[src/verilog/trig_pin_pkg.sv]
// Constants, register map and mode encodings of the trigger I/O pin block.
`default_nettype none
package trig_pin_pkg;
   // ****************************************************************
   // Timing
   // ****************************************************************
   localparam int CLOCK_HZ = 40_000_000;
   localparam int LOW_MIN_US = 30;
   // Least time in whole cycles, never below 1; the cycles-per-microsecond figure is truncated.
   localparam int LOW_MIN_CYC = (LOW_MIN_US * (CLOCK_HZ / 1_000_000) + 0) < 1 ? 1 :
      LOW_MIN_US * (CLOCK_HZ / 1_000_000);
   localparam int CNT_W = 16;

   // ****************************************************************
   // Register map (byte addresses)
   // ****************************************************************
   localparam logic [7:0] ADDR_CTRL = 8'h00;
   localparam logic [7:0] ADDR_PWM_PERIOD = 8'h04;
   localparam logic [7:0] ADDR_PWM_DUTY = 8'h08;
   localparam logic [7:0] ADDR_STATUS = 8'h0C;
   localparam logic [7:0] ADDR_COMMAND = 8'h10;

   // CTRL fields.
   localparam int CTRL_FUNC_LSB = 0;
   localparam int CTRL_INVERT_BIT = 2;
   localparam int CTRL_DIR_BIT = 3;
   localparam int CTRL_TARGET_LSB = 4;
   localparam int CTRL_LEVEL_LSB = 6;
   localparam int CTRL_SEQSRC_BIT = 8;
   // STATUS fields.
   localparam int STAT_LEVEL_BIT = 0;
   localparam int STAT_ARMED_BIT = 1;
   localparam int STAT_BUSY_BIT = 2;
   // COMMAND fields.
   localparam int CMD_ARM_BIT = 0;
   localparam int CMD_DISARM_BIT = 1;

   localparam logic [31:0] PWM_PERIOD_RST = 32'h0000_9C40;
   localparam logic [31:0] PWM_DUTY_RST = 32'h0000_4E20;

   typedef enum logic [1:0] {
      FUNC_TRIGGER = 2'h0,
      FUNC_INPUT = 2'h1,
      FUNC_OUTPUT = 2'h2
   } pin_func_t;

   typedef enum logic [1:0] {
      TGT_METER = 2'h0,
      TGT_DLOG = 2'h1,
      TGT_SEQ = 2'h2
   } trig_target_t;

   typedef enum logic [1:0] {
      LVL_ZERO = 2'h0,
      LVL_ONE = 2'h1,
      LVL_PWM = 2'h2
   } out_level_t;

   localparam logic [1:0] AXI_OKAY = 2'h0;
   localparam logic [1:0] AXI_SLVERR = 2'h2;
endpackage
`default_nettype wire

[src/verilog/trigger_io_pin.sv]
// Top of the trigger I/O pin: AXI4-Lite registers, function select and pin drive.
// ****************************************************************
// ****************************************************************
`default_nettype none
module trigger_io_pin #(
   parameter int MIN_LOW_CYC = trig_pin_pkg::LOW_MIN_CYC,
   parameter int PWM_W = 32
) (
   input wire logic clock, // 40 MHz system clock.
   input wire logic srst, // Synchronous reset, active high.
   input wire logic [7:0] s_axi_awaddr, // Write address.
   input wire logic s_axi_awvalid, // Write address valid.
   output logic s_axi_awready, // Write address ready.
   input wire logic [31:0] s_axi_wdata, // Write data.
   input wire logic [3:0] s_axi_wstrb, // Write byte strobes.
   input wire logic s_axi_wvalid, // Write data valid.
   output logic s_axi_wready, // Write data ready.
   output logic [1:0] s_axi_bresp, // Write response.
   output logic s_axi_bvalid, // Write response valid.
   input wire logic s_axi_bready, // Write response ready.
   input wire logic [7:0] s_axi_araddr, // Read address.
   input wire logic s_axi_arvalid, // Read address valid.
   output logic s_axi_arready, // Read address ready.
   output logic [31:0] s_axi_rdata, // Read data.
   output logic [1:0] s_axi_rresp, // Read response.
   output logic s_axi_rvalid, // Read data valid.
   input wire logic s_axi_rready, // Read data ready.
   input wire logic pin_in, // Pin level seen at the connector.
   output logic pin_out, // Level driven onto the pin.
   output logic pin_oe, // High while the block drives the pin.
   input wire logic internal_trigger, // One-cycle pulse: device made a trigger.
   input wire logic panel_trigger, // One-cycle pulse: front-panel trigger key.
   output logic meter_start, // One-cycle pulse: start metering.
   output logic dlog_start, // One-cycle pulse: start data recording.
   output logic seq_start // One-cycle pulse: start sequence run.
);
   import trig_pin_pkg::*;

   // ****************************************************************
   // Registers
   // ****************************************************************
   logic [1:0] func_reg;
   logic invert_reg;
   logic dir_out_reg;
   logic [1:0] target_reg;
   logic [1:0] level_reg;
   logic seq_ext_reg;
   logic [PWM_W-1:0] period_reg;
   logic [PWM_W-1:0] duty_reg;
   logic armed_reg;
   logic in_level_reg;
   logic pin_out_reg;
   logic pin_oe_reg;
   logic meter_start_reg;
   logic dlog_start_reg;
   logic seq_start_reg;

   logic aw_held_reg;
   logic w_held_reg;
   logic [7:0] awaddr_reg;
   logic [31:0] wdata_reg;
   logic [3:0] wstrb_reg;
   logic bvalid_reg;
   logic [1:0] bresp_reg;
   logic rvalid_reg;
   logic [31:0] rdata_reg;
   logic [1:0] rresp_reg;

   logic wr_go;
   logic ar_go;
   logic qualified;
   logic pulse_low;
   logic emit_busy;
   logic pwm_wave;
   logic level_adj;
   logic cmd_arm;
   logic cmd_disarm;

   // Merge byte strobes into an old word.
   function automatic logic [31:0] merge(input logic [31:0] old, input logic [31:0] data,
                                         input logic [3:0] strb);
      logic [31:0] res;
      res = old;
      for (int i = 0; i < 4; i++) begin
         if (strb[i]) begin
            res[i*8 +: 8] = data[i*8 +: 8];
         end
      end
      return res;
   endfunction

   // Decode whether a byte address maps to a register.
   function automatic logic is_mapped(input logic [7:0] a);
      return (a == ADDR_CTRL) || (a == ADDR_PWM_PERIOD) || (a == ADDR_PWM_DUTY) ||
         (a == ADDR_STATUS) || (a == ADDR_COMMAND);
   endfunction

   // ****************************************************************
   // AXI4-Lite write path
   // ****************************************************************
   // Address and data are caught independently, so either may come first.
   assign s_axi_awready = !aw_held_reg && !bvalid_reg;
   assign s_axi_wready = !w_held_reg && !bvalid_reg;
   assign wr_go = aw_held_reg && w_held_reg && !bvalid_reg;

   always_ff @(posedge clock) begin
      if (srst) begin
         aw_held_reg <= 1'b0;
         w_held_reg <= 1'b0;
         awaddr_reg <= 8'h00;
         wdata_reg <= 32'h0000_0000;
         wstrb_reg <= 4'h0;
      end else begin
         if (s_axi_awvalid && s_axi_awready) begin
            aw_held_reg <= 1'b1;
            awaddr_reg <= s_axi_awaddr;
         end else if (wr_go) begin
            aw_held_reg <= 1'b0;
         end
         if (s_axi_wvalid && s_axi_wready) begin
            w_held_reg <= 1'b1;
            wdata_reg <= s_axi_wdata;
            wstrb_reg <= s_axi_wstrb;
         end else if (wr_go) begin
            w_held_reg <= 1'b0;
         end
      end
   end

   // Write response; unmapped addresses answer SLVERR.
   always_ff @(posedge clock) begin
      if (srst) begin
         bvalid_reg <= 1'b0;
         bresp_reg <= AXI_OKAY;
      end else if (wr_go) begin
         bvalid_reg <= 1'b1;
         bresp_reg <= is_mapped(awaddr_reg) ? AXI_OKAY : AXI_SLVERR;
      end else if (s_axi_bready) begin
         bvalid_reg <= 1'b0;
      end
   end

   assign s_axi_bvalid = bvalid_reg;
   assign s_axi_bresp = bresp_reg;

   // Control register; an unknown function code is refused to keep one mode.
   always_ff @(posedge clock) begin
      if (srst) begin
         func_reg <= FUNC_TRIGGER;
         invert_reg <= 1'b0;
         dir_out_reg <= 1'b0;
         target_reg <= TGT_SEQ;
         level_reg <= LVL_ZERO;
         seq_ext_reg <= 1'b0;
      end else if (wr_go && awaddr_reg == ADDR_CTRL) begin
         logic [31:0] v;
         v = merge({23'h0, seq_ext_reg, level_reg, target_reg, dir_out_reg, invert_reg,
                    func_reg}, wdata_reg, wstrb_reg);
         if (v[CTRL_FUNC_LSB +: 2] != 2'h3) begin
            func_reg <= v[CTRL_FUNC_LSB +: 2];
         end
         invert_reg <= v[CTRL_INVERT_BIT];
         dir_out_reg <= v[CTRL_DIR_BIT];
         if (v[CTRL_TARGET_LSB +: 2] != 2'h3) begin
            target_reg <= v[CTRL_TARGET_LSB +: 2];
         end
         if (v[CTRL_LEVEL_LSB +: 2] != 2'h3) begin
            level_reg <= v[CTRL_LEVEL_LSB +: 2];
         end
         seq_ext_reg <= v[CTRL_SEQSRC_BIT];
      end
   end

   // PWM period and duty registers.
   always_ff @(posedge clock) begin
      if (srst) begin
         period_reg <= PWM_W'(PWM_PERIOD_RST);
         duty_reg <= PWM_W'(PWM_DUTY_RST);
      end else if (wr_go && awaddr_reg == ADDR_PWM_PERIOD) begin
         period_reg <= PWM_W'(merge(32'(period_reg), wdata_reg, wstrb_reg));
      end else if (wr_go && awaddr_reg == ADDR_PWM_DUTY) begin
         duty_reg <= PWM_W'(merge(32'(duty_reg), wdata_reg, wstrb_reg));
      end
   end

   assign cmd_arm = wr_go && awaddr_reg == ADDR_COMMAND && wstrb_reg[0] &&
      wdata_reg[CMD_ARM_BIT];
   assign cmd_disarm = wr_go && awaddr_reg == ADDR_COMMAND && wstrb_reg[0] &&
      wdata_reg[CMD_DISARM_BIT];

   // ****************************************************************
   // AXI4-Lite read path
   // ****************************************************************
   assign s_axi_arready = !rvalid_reg;
   assign ar_go = s_axi_arvalid && s_axi_arready;

   always_ff @(posedge clock) begin
      if (srst) begin
         rvalid_reg <= 1'b0;
         rdata_reg <= 32'h0000_0000;
         rresp_reg <= AXI_OKAY;
      end else if (ar_go) begin
         rvalid_reg <= 1'b1;
         rresp_reg <= is_mapped(s_axi_araddr) ? AXI_OKAY : AXI_SLVERR;
         case (s_axi_araddr)
            ADDR_CTRL: rdata_reg <= {23'h0, seq_ext_reg, level_reg, target_reg, dir_out_reg,
                                    invert_reg, func_reg};
            ADDR_PWM_PERIOD: rdata_reg <= 32'(period_reg);
            ADDR_PWM_DUTY: rdata_reg <= 32'(duty_reg);
            ADDR_STATUS: rdata_reg <= {29'h0, emit_busy, armed_reg, in_level_reg};
            default: rdata_reg <= 32'h0000_0000;
         endcase
      end else if (s_axi_rready) begin
         rvalid_reg <= 1'b0;
      end
   end

   assign s_axi_rvalid = rvalid_reg;
   assign s_axi_rdata = rdata_reg;
   assign s_axi_rresp = rresp_reg;

   // ****************************************************************
   // Pin logic
   // ****************************************************************
   // Invert applies before qualification, so a high-going pulse works when inverted.
   assign level_adj = pin_in ^ invert_reg;

   low_pulse_qualifier #(
      .MIN_CYC(MIN_LOW_CYC)
   ) u_qual (
      .clock(clock),
      .srst(srst),
      .level_in(level_adj),
      .fire(func_reg == FUNC_TRIGGER && dir_out_reg && internal_trigger),
      .qualified(qualified),
      .pulse_low(pulse_low),
      .emit_busy(emit_busy)
   );

   pwm_gen #(
      .W(PWM_W)
   ) u_pwm (
      .clock(clock),
      .srst(srst),
      .period(period_reg),
      .duty(duty_reg),
      .wave(pwm_wave)
   );

   // Sampled level for the input function; other modes still show the pin.
   always_ff @(posedge clock) begin
      if (srst) begin
         in_level_reg <= 1'b0;
      end else begin
         in_level_reg <= level_adj;
      end
   end

   // Arm flag: the set wins over a disarm; a meter start consumes it.
   always_ff @(posedge clock) begin
      if (srst) begin
         armed_reg <= 1'b0;
      end else if (cmd_arm) begin
         armed_reg <= 1'b1;
      end else if (cmd_disarm || meter_start_reg) begin
         armed_reg <= 1'b0;
      end
   end

   // Start pulses toward the instrument functions.
   always_ff @(posedge clock) begin
      if (srst) begin
         meter_start_reg <= 1'b0;
         dlog_start_reg <= 1'b0;
         seq_start_reg <= 1'b0;
      end else begin
         logic trig_in;
         trig_in = func_reg == FUNC_TRIGGER && !dir_out_reg && qualified;
         meter_start_reg <= trig_in && target_reg == TGT_METER && armed_reg;
         dlog_start_reg <= trig_in && target_reg == TGT_DLOG;
         seq_start_reg <= seq_ext_reg ? (trig_in && target_reg == TGT_SEQ) :
            panel_trigger;
      end
   end

   assign meter_start = meter_start_reg;
   assign dlog_start = dlog_start_reg;
   assign seq_start = seq_start_reg;

   // Pin drive per function; in trigger-out use the line idles high (inactive), or low when invert is set.
   always_ff @(posedge clock) begin
      if (srst) begin
         pin_out_reg <= 1'b0;
         pin_oe_reg <= 1'b0;
      end else begin
         case (func_reg)
            FUNC_TRIGGER: begin
               pin_oe_reg <= dir_out_reg;
               pin_out_reg <= (!pulse_low) ^ invert_reg;
            end
            FUNC_OUTPUT: begin
               pin_oe_reg <= 1'b1;
               case (level_reg)
                  LVL_ONE: pin_out_reg <= 1'b1 ^ invert_reg;
                  LVL_PWM: pin_out_reg <= pwm_wave ^ invert_reg;
                  default: pin_out_reg <= 1'b0 ^ invert_reg;
               endcase
            end
            default: begin
               pin_oe_reg <= 1'b0;
               pin_out_reg <= 1'b0;
            end
         endcase
      end
   end

   assign pin_out = pin_out_reg;
   assign pin_oe = pin_oe_reg;
endmodule
`default_nettype wire

[src/verilog/low_pulse_qualifier.sv]
// Low-pulse width qualifier and pulse generator for the trigger pin.
`default_nettype none
module low_pulse_qualifier #(
   parameter int MIN_CYC = trig_pin_pkg::LOW_MIN_CYC
) (
   input wire logic clock, // System clock.
   input wire logic srst, // Synchronous reset, active high.
   input wire logic level_in, // Polarity-adjusted pin level.
   input wire logic fire, // Request to emit a low pulse.
   output logic qualified, // One-cycle pulse on a qualified low interval.
   output logic pulse_low, // High while the emitted low pulse lasts.
   output logic emit_busy // Emitter still busy.
);
   import trig_pin_pkg::*;

   logic [CNT_W-1:0] low_cnt_reg;
   logic [CNT_W-1:0] emit_cnt_reg;
   logic seen_reg;
   logic qual_reg;

   // Count how long the line stays low; a short glitch resets the count.
   always_ff @(posedge clock) begin
      if (srst || level_in) begin
         low_cnt_reg <= '0;
         seen_reg <= 1'b0;
         qual_reg <= 1'b0;
      end else begin
         qual_reg <= 1'b0;
         if (!seen_reg) begin
            if (low_cnt_reg == CNT_W'(MIN_CYC - 1)) begin
               seen_reg <= 1'b1;
               qual_reg <= 1'b1;
            end else begin
               low_cnt_reg <= low_cnt_reg + 1'b1;
            end
         end
      end
   end

   // Emit a low pulse of exactly the least width; a fire while busy is dropped.
   always_ff @(posedge clock) begin
      if (srst) begin
         emit_cnt_reg <= '0;
      end else if (emit_cnt_reg != '0) begin
         emit_cnt_reg <= emit_cnt_reg - 1'b1;
      end else if (fire) begin
         emit_cnt_reg <= CNT_W'(MIN_CYC);
      end
   end

   assign qualified = qual_reg;
   assign pulse_low = (emit_cnt_reg != '0);
   assign emit_busy = pulse_low;
endmodule
`default_nettype wire

[src/verilog/pwm_gen.sv]
// Programmable PWM waveform generator.
`default_nettype none
module pwm_gen #(
   parameter int W = 32
) (
   input wire logic clock, // System clock.
   input wire logic srst, // Synchronous reset, active high.
   input wire logic [W-1:0] period, // Period in clock cycles.
   input wire logic [W-1:0] duty, // High time in clock cycles.
   output logic wave // PWM output, registered.
);
   logic [W-1:0] cnt_reg;
   logic wave_reg;

   // Free-running period counter; a zero period holds the output low.
   always_ff @(posedge clock) begin
      if (srst || period == '0) begin
         cnt_reg <= '0;
         wave_reg <= 1'b0;
      end else begin
         cnt_reg <= (cnt_reg >= period - 1'b1) ? '0 : cnt_reg + 1'b1;
         wave_reg <= (cnt_reg < duty);
      end
   end

   assign wave = wave_reg;
endmodule
`default_nettype wire

[config.mk]
export PLATFORM = sky130hd
export DESIGN_NAME = trigger_io_pin
export DESIGN_NICKNAME = d
export VERILOG_FILES = /design/src/verilog/trig_pin_pkg.sv /design/src/verilog/trigger_io_pin.sv /design/src/verilog/low_pulse_qualifier.sv /design/src/verilog/pwm_gen.sv
export SDC_FILE = /design/constraint.sdc
export NUM_CORES = 1
export LEC_CHECK = 0
export BUFFER_PORTS_ARGS = -buffer_cell sky130_fd_sc_hd__buf_4
export CORE_ASPECT_RATIO = 0.75
export CORE_UTILIZATION = 50
export CTS_BUF_LIST = sky130_fd_sc_hd__clkbuf_8
export CTS_CLUSTER_SIZE = 25
export DETAILED_ROUTE_END_ITERATION = 8
export HOLD_SLACK_MARGIN = 0.03
export PLACE_DENSITY = 0.69
export SLEW_MARGIN = 30
export SYNTH_ARGS = -nofsm -noshare
export SYNTH_HDL_FRONTEND = slang
export SYNTH_HIERARCHICAL = 1
export SYNTH_SLANG_ARGS = --single-unit
[constraint.sdc]
create_clock -name clock -period 4.86 [get_ports clock]
set_input_delay 0.486 -clock clock [delete_from_list [all_inputs] [get_ports clock]]
set_output_delay 0.486 -clock clock [all_outputs]
set_load 0.05 [all_outputs]
==> Implementation_results.wiki <==
{| class="wikitable"
! Metric !! Value
|-
| Outcome || finished, violations left
|-
| Violated checks || DRC
|-
| CTS buffer count || 39
|-
| DRC violation count after routing || 2
|-
| Number of buffers on the longest clock path || 3
|-
| Total count of hold-check failures in the final report || 0
|-
| Clock Skews || approximately 18 ps
|-
| Element type at the critical path start || flip-flop
|-
| Largest family of logic cells by synthesized area || simple AND/OR/NAND/NOR gates
|-
| Flop and latch count out of synthesis || 229
|-
| Number of nets in the final layout || 1,588
|-
| Maximum number of pins on one net before global-route repair || approximately 120
|-
| Estimated wirelength of the detail-placed design || 21.7 mm
|-
| # rows || 48
|-
| Number of filler cells placed in the layout || 2,094
|-
| Number of instances in the synthesized netlist || 1,368
|-
| Overall power after layout || 4.60 mW
|-
| First-pass GRT wire length || 48.5 mm
|-
| Highest clock frequency the design can meet || approximately 0.25 GHz
|-
| Number of max-cap violations || 0
|-
| Post-synthesis simple-gate area fraction || 25.5%
|-
| Share of the cycle needed by the critical path after routing || 82.6%
|-
| CTS H-tree lvls || 2
|-
| Post-CTS sizing || 0
|-
| Share of async-settable or async-resettable flops after synthesis || 0%
|-
| Sequential share of the synthesized area || 38.9%
|-
| Measured slew at the worst slew-check pin || between 900 and 1000 ps
|-
| Leak Pwr || 5.24 nW
|-
| Reg-to-reg setup timing slack || between 800 and 900 ps
|-
| Vias per Instance || about 5.6
|-
| Chip Width || between 150 and 200 um
|-
| Routed len/inst || 16.9 um
|-
| Mean instance size in the synthesized netlist || roughly 8.6 um2
|-
| Layout cell share with drive strength beyond 1 || 14.7%
|-
| Global placement routability congestion || 0.896
|-
| Netlist cell types || 72
|-
| Required time reported for the critical path endpoint || 5330 ps
|-
| Area post-placement || 0.0127 mm2
|-
| Total negative setup slack || 0 ps
|-
| Clock insertion delay at the later pin of the skew report || 550 ps
|-
| Proportion of synthesized area in mux cells || 6.19%
|-
| Detail Route Antenna Nets || 0
|-
| Clk pin slew, worst setup/hold paths || 60 ps
|-
| RSZ-0062 raised after global routing || false
|-
| Hold path start || s_axi_wdata[31]
|-
| Time the worst path needs with I/O delays and setup || 4020 ps
|-
| Nature of the critical path endpoint || flip-flop
|-
| Number of global-route vias before repair || ~9k
|-
| Instance count along the most critical hold path || 3
|-
| Critical R2R Launch || period_reg[2]
|-
| N_diodes || 0
|-
| Syn. warnings || 6
|-
| Total congestion overflow || 0
|-
| Worst reg2reg path depth || 14
|-
| Category of the most critical setup path || flip-flop to flip-flop
|-
| Via count || between 10k and 15k
|-
| CP Max Fanout || 32
|-
| Worst-case hold path end point || wdata_reg[31]
|-
| Root Buffer Master || sky130_fd_sc_hd__clkbuf_8
|-
| Worst max-slew margin expressed relative to the limit || 39.2%
|-
| Initial standard-cell utilization of the core || 51.1%
|-
| Compound-cell area share of the yosys netlist || 12.5%
|-
| Vert. Die Dim || 135 um
|-
| Arrival @ worst endpoint || approximately 4500 ps
|-
| Clock tree from TritonCTS || yes
|-
| Total detailed-routing wirelength || 30.2 mm
|-
| Synthesized-area fraction occupied by adder cells || 7.43%
|-
| Drt initial violations || 818
|-
| Number of hold buffers added after CTS || 0
|-
| Fraction of synthesized cell area in xor and xnor cells || 5.13%
|-
| Syn Std Cell Area || 0.0118 mm2
|-
| Number of buffers added on ports || approximately 110
|-
| Setup violators final || 0
|-
| Class of the tightest hold or removal check || primary input to flip-flop
|-
| Core Box Area || 0.0231 mm2
|-
| Worst voltage drop across the vdd grid || 0.225 mV
|-
| Number of ports placed on the die boundary || 108
|-
| Global-route total usage across every layer || 25.3%
|-
| Number of buffers inserted by post-CTS setup repair || 0
|-
| Power density cells || 339 mW/mm2
|-
| Reg2reg end || u_pwm/cnt_reg[26]
|-
| Number of antenna violations at the first check in global routing || 0
|-
| Number of flops mapped to enable cells by yosys || 0
|-
| Design area || ~0.014 mm2
|-
| Synth-to-layout area growth || 15.1%
|-
| Max-slew violation total from the final report || 0
|-
| Die ar. || 0.0242 mm2
|-
| Prevailing post-synth register cell || sky130_fd_sc_hd__dfxtp_1
|-
| Router iterations before antenna repair || 7
|-
| Clock Sinks || 229
|}
[worst max path at each step]
| stage | start | to | slack, ps | cells past startpoint |
|---|---|---|---|---|
| 2_1_floorplan | period_reg[11] | u_pwm/cnt_reg[16] | 1120 | 13 |
| 3_3_place_gp | period_reg[2] | u_pwm/cnt_reg[10] | 950 | 13 |
| 3_5_place_dp | period_reg[2] | u_pwm/cnt_reg[18] | 880 | 14 |
| 4_1_cts | period_reg[2] | u_pwm/cnt_reg[5] | 850 | 14 |
| 5_1_grt | period_reg[2] | u_pwm/cnt_reg[2] | 590 | 14 |
| 6_report | period_reg[2] | u_pwm/cnt_reg[26] | 840 | 14 |
[metrics by stage]
| stage | hold slack (ps) | util [%] | setup slack, ps | cells |
|---|---|---|---|---|
| after floorplan | 436 | - | 1120 | 1369 |
| after global placement | 446 | 55.2 | 952 | 1715 |
| after detailed placement | 446 | 55.3 | 875 | 1715 |
| after CTS | 161 | 58.8 | 847 | 1786 |
| after global routing | 171 | 58.8 | 591 | 1786 |
| final | 187 | 58.8 | 844 | 1786 |
[power by group]
part	internal (mW)	total (mW)	switching, mW
clock	0.982	1.78	0.796
combinational	0.311	0.722	0.411
sequential	1.97	2.10	0.123
total	3.27	4.60	1.33
[critical path, stage by stage (launching register included)]
cell and delay (ps):
sky130_fd_sc_hd__dfxtp_1 370, sky130_fd_sc_hd__or3_1 440, sky130_fd_sc_hd__or4_1 510, sky130_fd_sc_hd__or3_4 440, sky130_fd_sc_hd__nand2b_4 180, sky130_fd_sc_hd__nor3_2 190, sky130_fd_sc_hd__xnor2_1 140, sky130_fd_sc_hd__ha_1 260
sky130_fd_sc_hd__a21o_1 160, sky130_fd_sc_hd__a21oi_1 150, sky130_fd_sc_hd__nor2b_1 60, sky130_fd_sc_hd__a2111oi_0 450, sky130_fd_sc_hd__o2111ai_2 170, sky130_fd_sc_hd__buf_4 280, sky130_fd_sc_hd__nor2_1 150
[layout by cell type (no fill, tap or decap), drive strengths merged, types with 7 or more instances in the layout]
cell,n
nand3,52
nand2b,13
mux2i,65
and2,15
o21ai,17
o22ai,10
ha,70
xor2,25
inv,68
a21o,12
mux2,7
clkbuf,50
dfxtp,229
a21oi,117
buf,117
nor4,30
a31oi,15
a22o,23
or4,14
xnor2,44
nor3,35
nor2,147
or3,12
nand4,21
and3,18
nand2,164
nor2b,15
[layout make-up]
cell class              count  area, um2  area share (%)
repair buffers            117        882            6.50
multi-input cells        1019       6720            49.5
inverters                  50        188            1.38
clock buffers              50        688            5.07
well taps                 300        375            2.77
clock inverters            21        126           0.932
flip-flops and latches    229       4580            33.8
[layer usage]
layer	share of wire (%)	routed length, um	track usage [%]
met5	0	0	0
met4	1.3	405	5.60
met3	7.0	2120	5.12
met2	39	11800	33.2
met1	53	15900	40.9
[cells by family after synthesis]
kind of cell	count (synthesis)
xor gates and xnor gates	69
and+or+nand+nor	570
DFF	229
buffers and inverters	121
other	1
AOI/OAI and AO/OA	236
muxes	72
adders and majority gates	70
[synth_stat cells, types with 4 or more instances]
master,instances,area share (%)
sky130_fd_sc_hd__and4_1,6,0.45
sky130_fd_sc_hd__dfxtp_1,229,39
sky130_fd_sc_hd__inv_1,49,1.6
sky130_fd_sc_hd__a31oi_1,15,0.80
sky130_fd_sc_hd__nand4_1,20,1.1
sky130_fd_sc_hd__nor4_1,20,1.1
sky130_fd_sc_hd__buf_4,5,0.32
sky130_fd_sc_hd__nor2b_1,15,0.80
sky130_fd_sc_hd__a21o_1,12,0.76
sky130_fd_sc_hd__o211ai_1,5,0.32
sky130_fd_sc_hd__xor2_1,25,1.9
sky130_fd_sc_hd__buf_6,4,0.38
sky130_fd_sc_hd__nor3b_1,5,0.32
sky130_fd_sc_hd__a211oi_1,4,0.25
sky130_fd_sc_hd__o21ai_0,17,0.72
sky130_fd_sc_hd__or3_1,8,0.42
sky130_fd_sc_hd__xnor2_1,44,3.3
sky130_fd_sc_hd__o22ai_1,10,0.53
sky130_fd_sc_hd__and2_1,15,0.80
sky130_fd_sc_hd__nand3_1,52,2.2
sky130_fd_sc_hd__or4_1,9,0.57
sky130_fd_sc_hd__a22oi_1,6,0.38
sky130_fd_sc_hd__nor3_1,34,1.4
sky130_fd_sc_hd__buf_2,5,0.21
sky130_fd_sc_hd__nor2_1,147,4.7
sky130_fd_sc_hd__clkbuf_1,54,1.7
sky130_fd_sc_hd__a21oi_1,116,4.9
sky130_fd_sc_hd__nand2b_1,12,0.64
sky130_fd_sc_hd__a22o_1,23,1.7
sky130_fd_sc_hd__o31ai_1,5,0.32
sky130_fd_sc_hd__mux2_2,7,0.67
sky130_fd_sc_hd__a311oi_1,5,0.37
sky130_fd_sc_hd__nand2_1,164,5.2
sky130_fd_sc_hd__mux2i_1,65,5.5
sky130_fd_sc_hd__ha_1,70,7.4
sky130_fd_sc_hd__or4_4,4,0.38
sky130_fd_sc_hd__and3_1,18,0.96
sky130_fd_sc_hd__nor4_4,8,1.4
sky130_fd_sc_hd__or4bb_1,6,0.57
(Power assumes the default switching activity.)
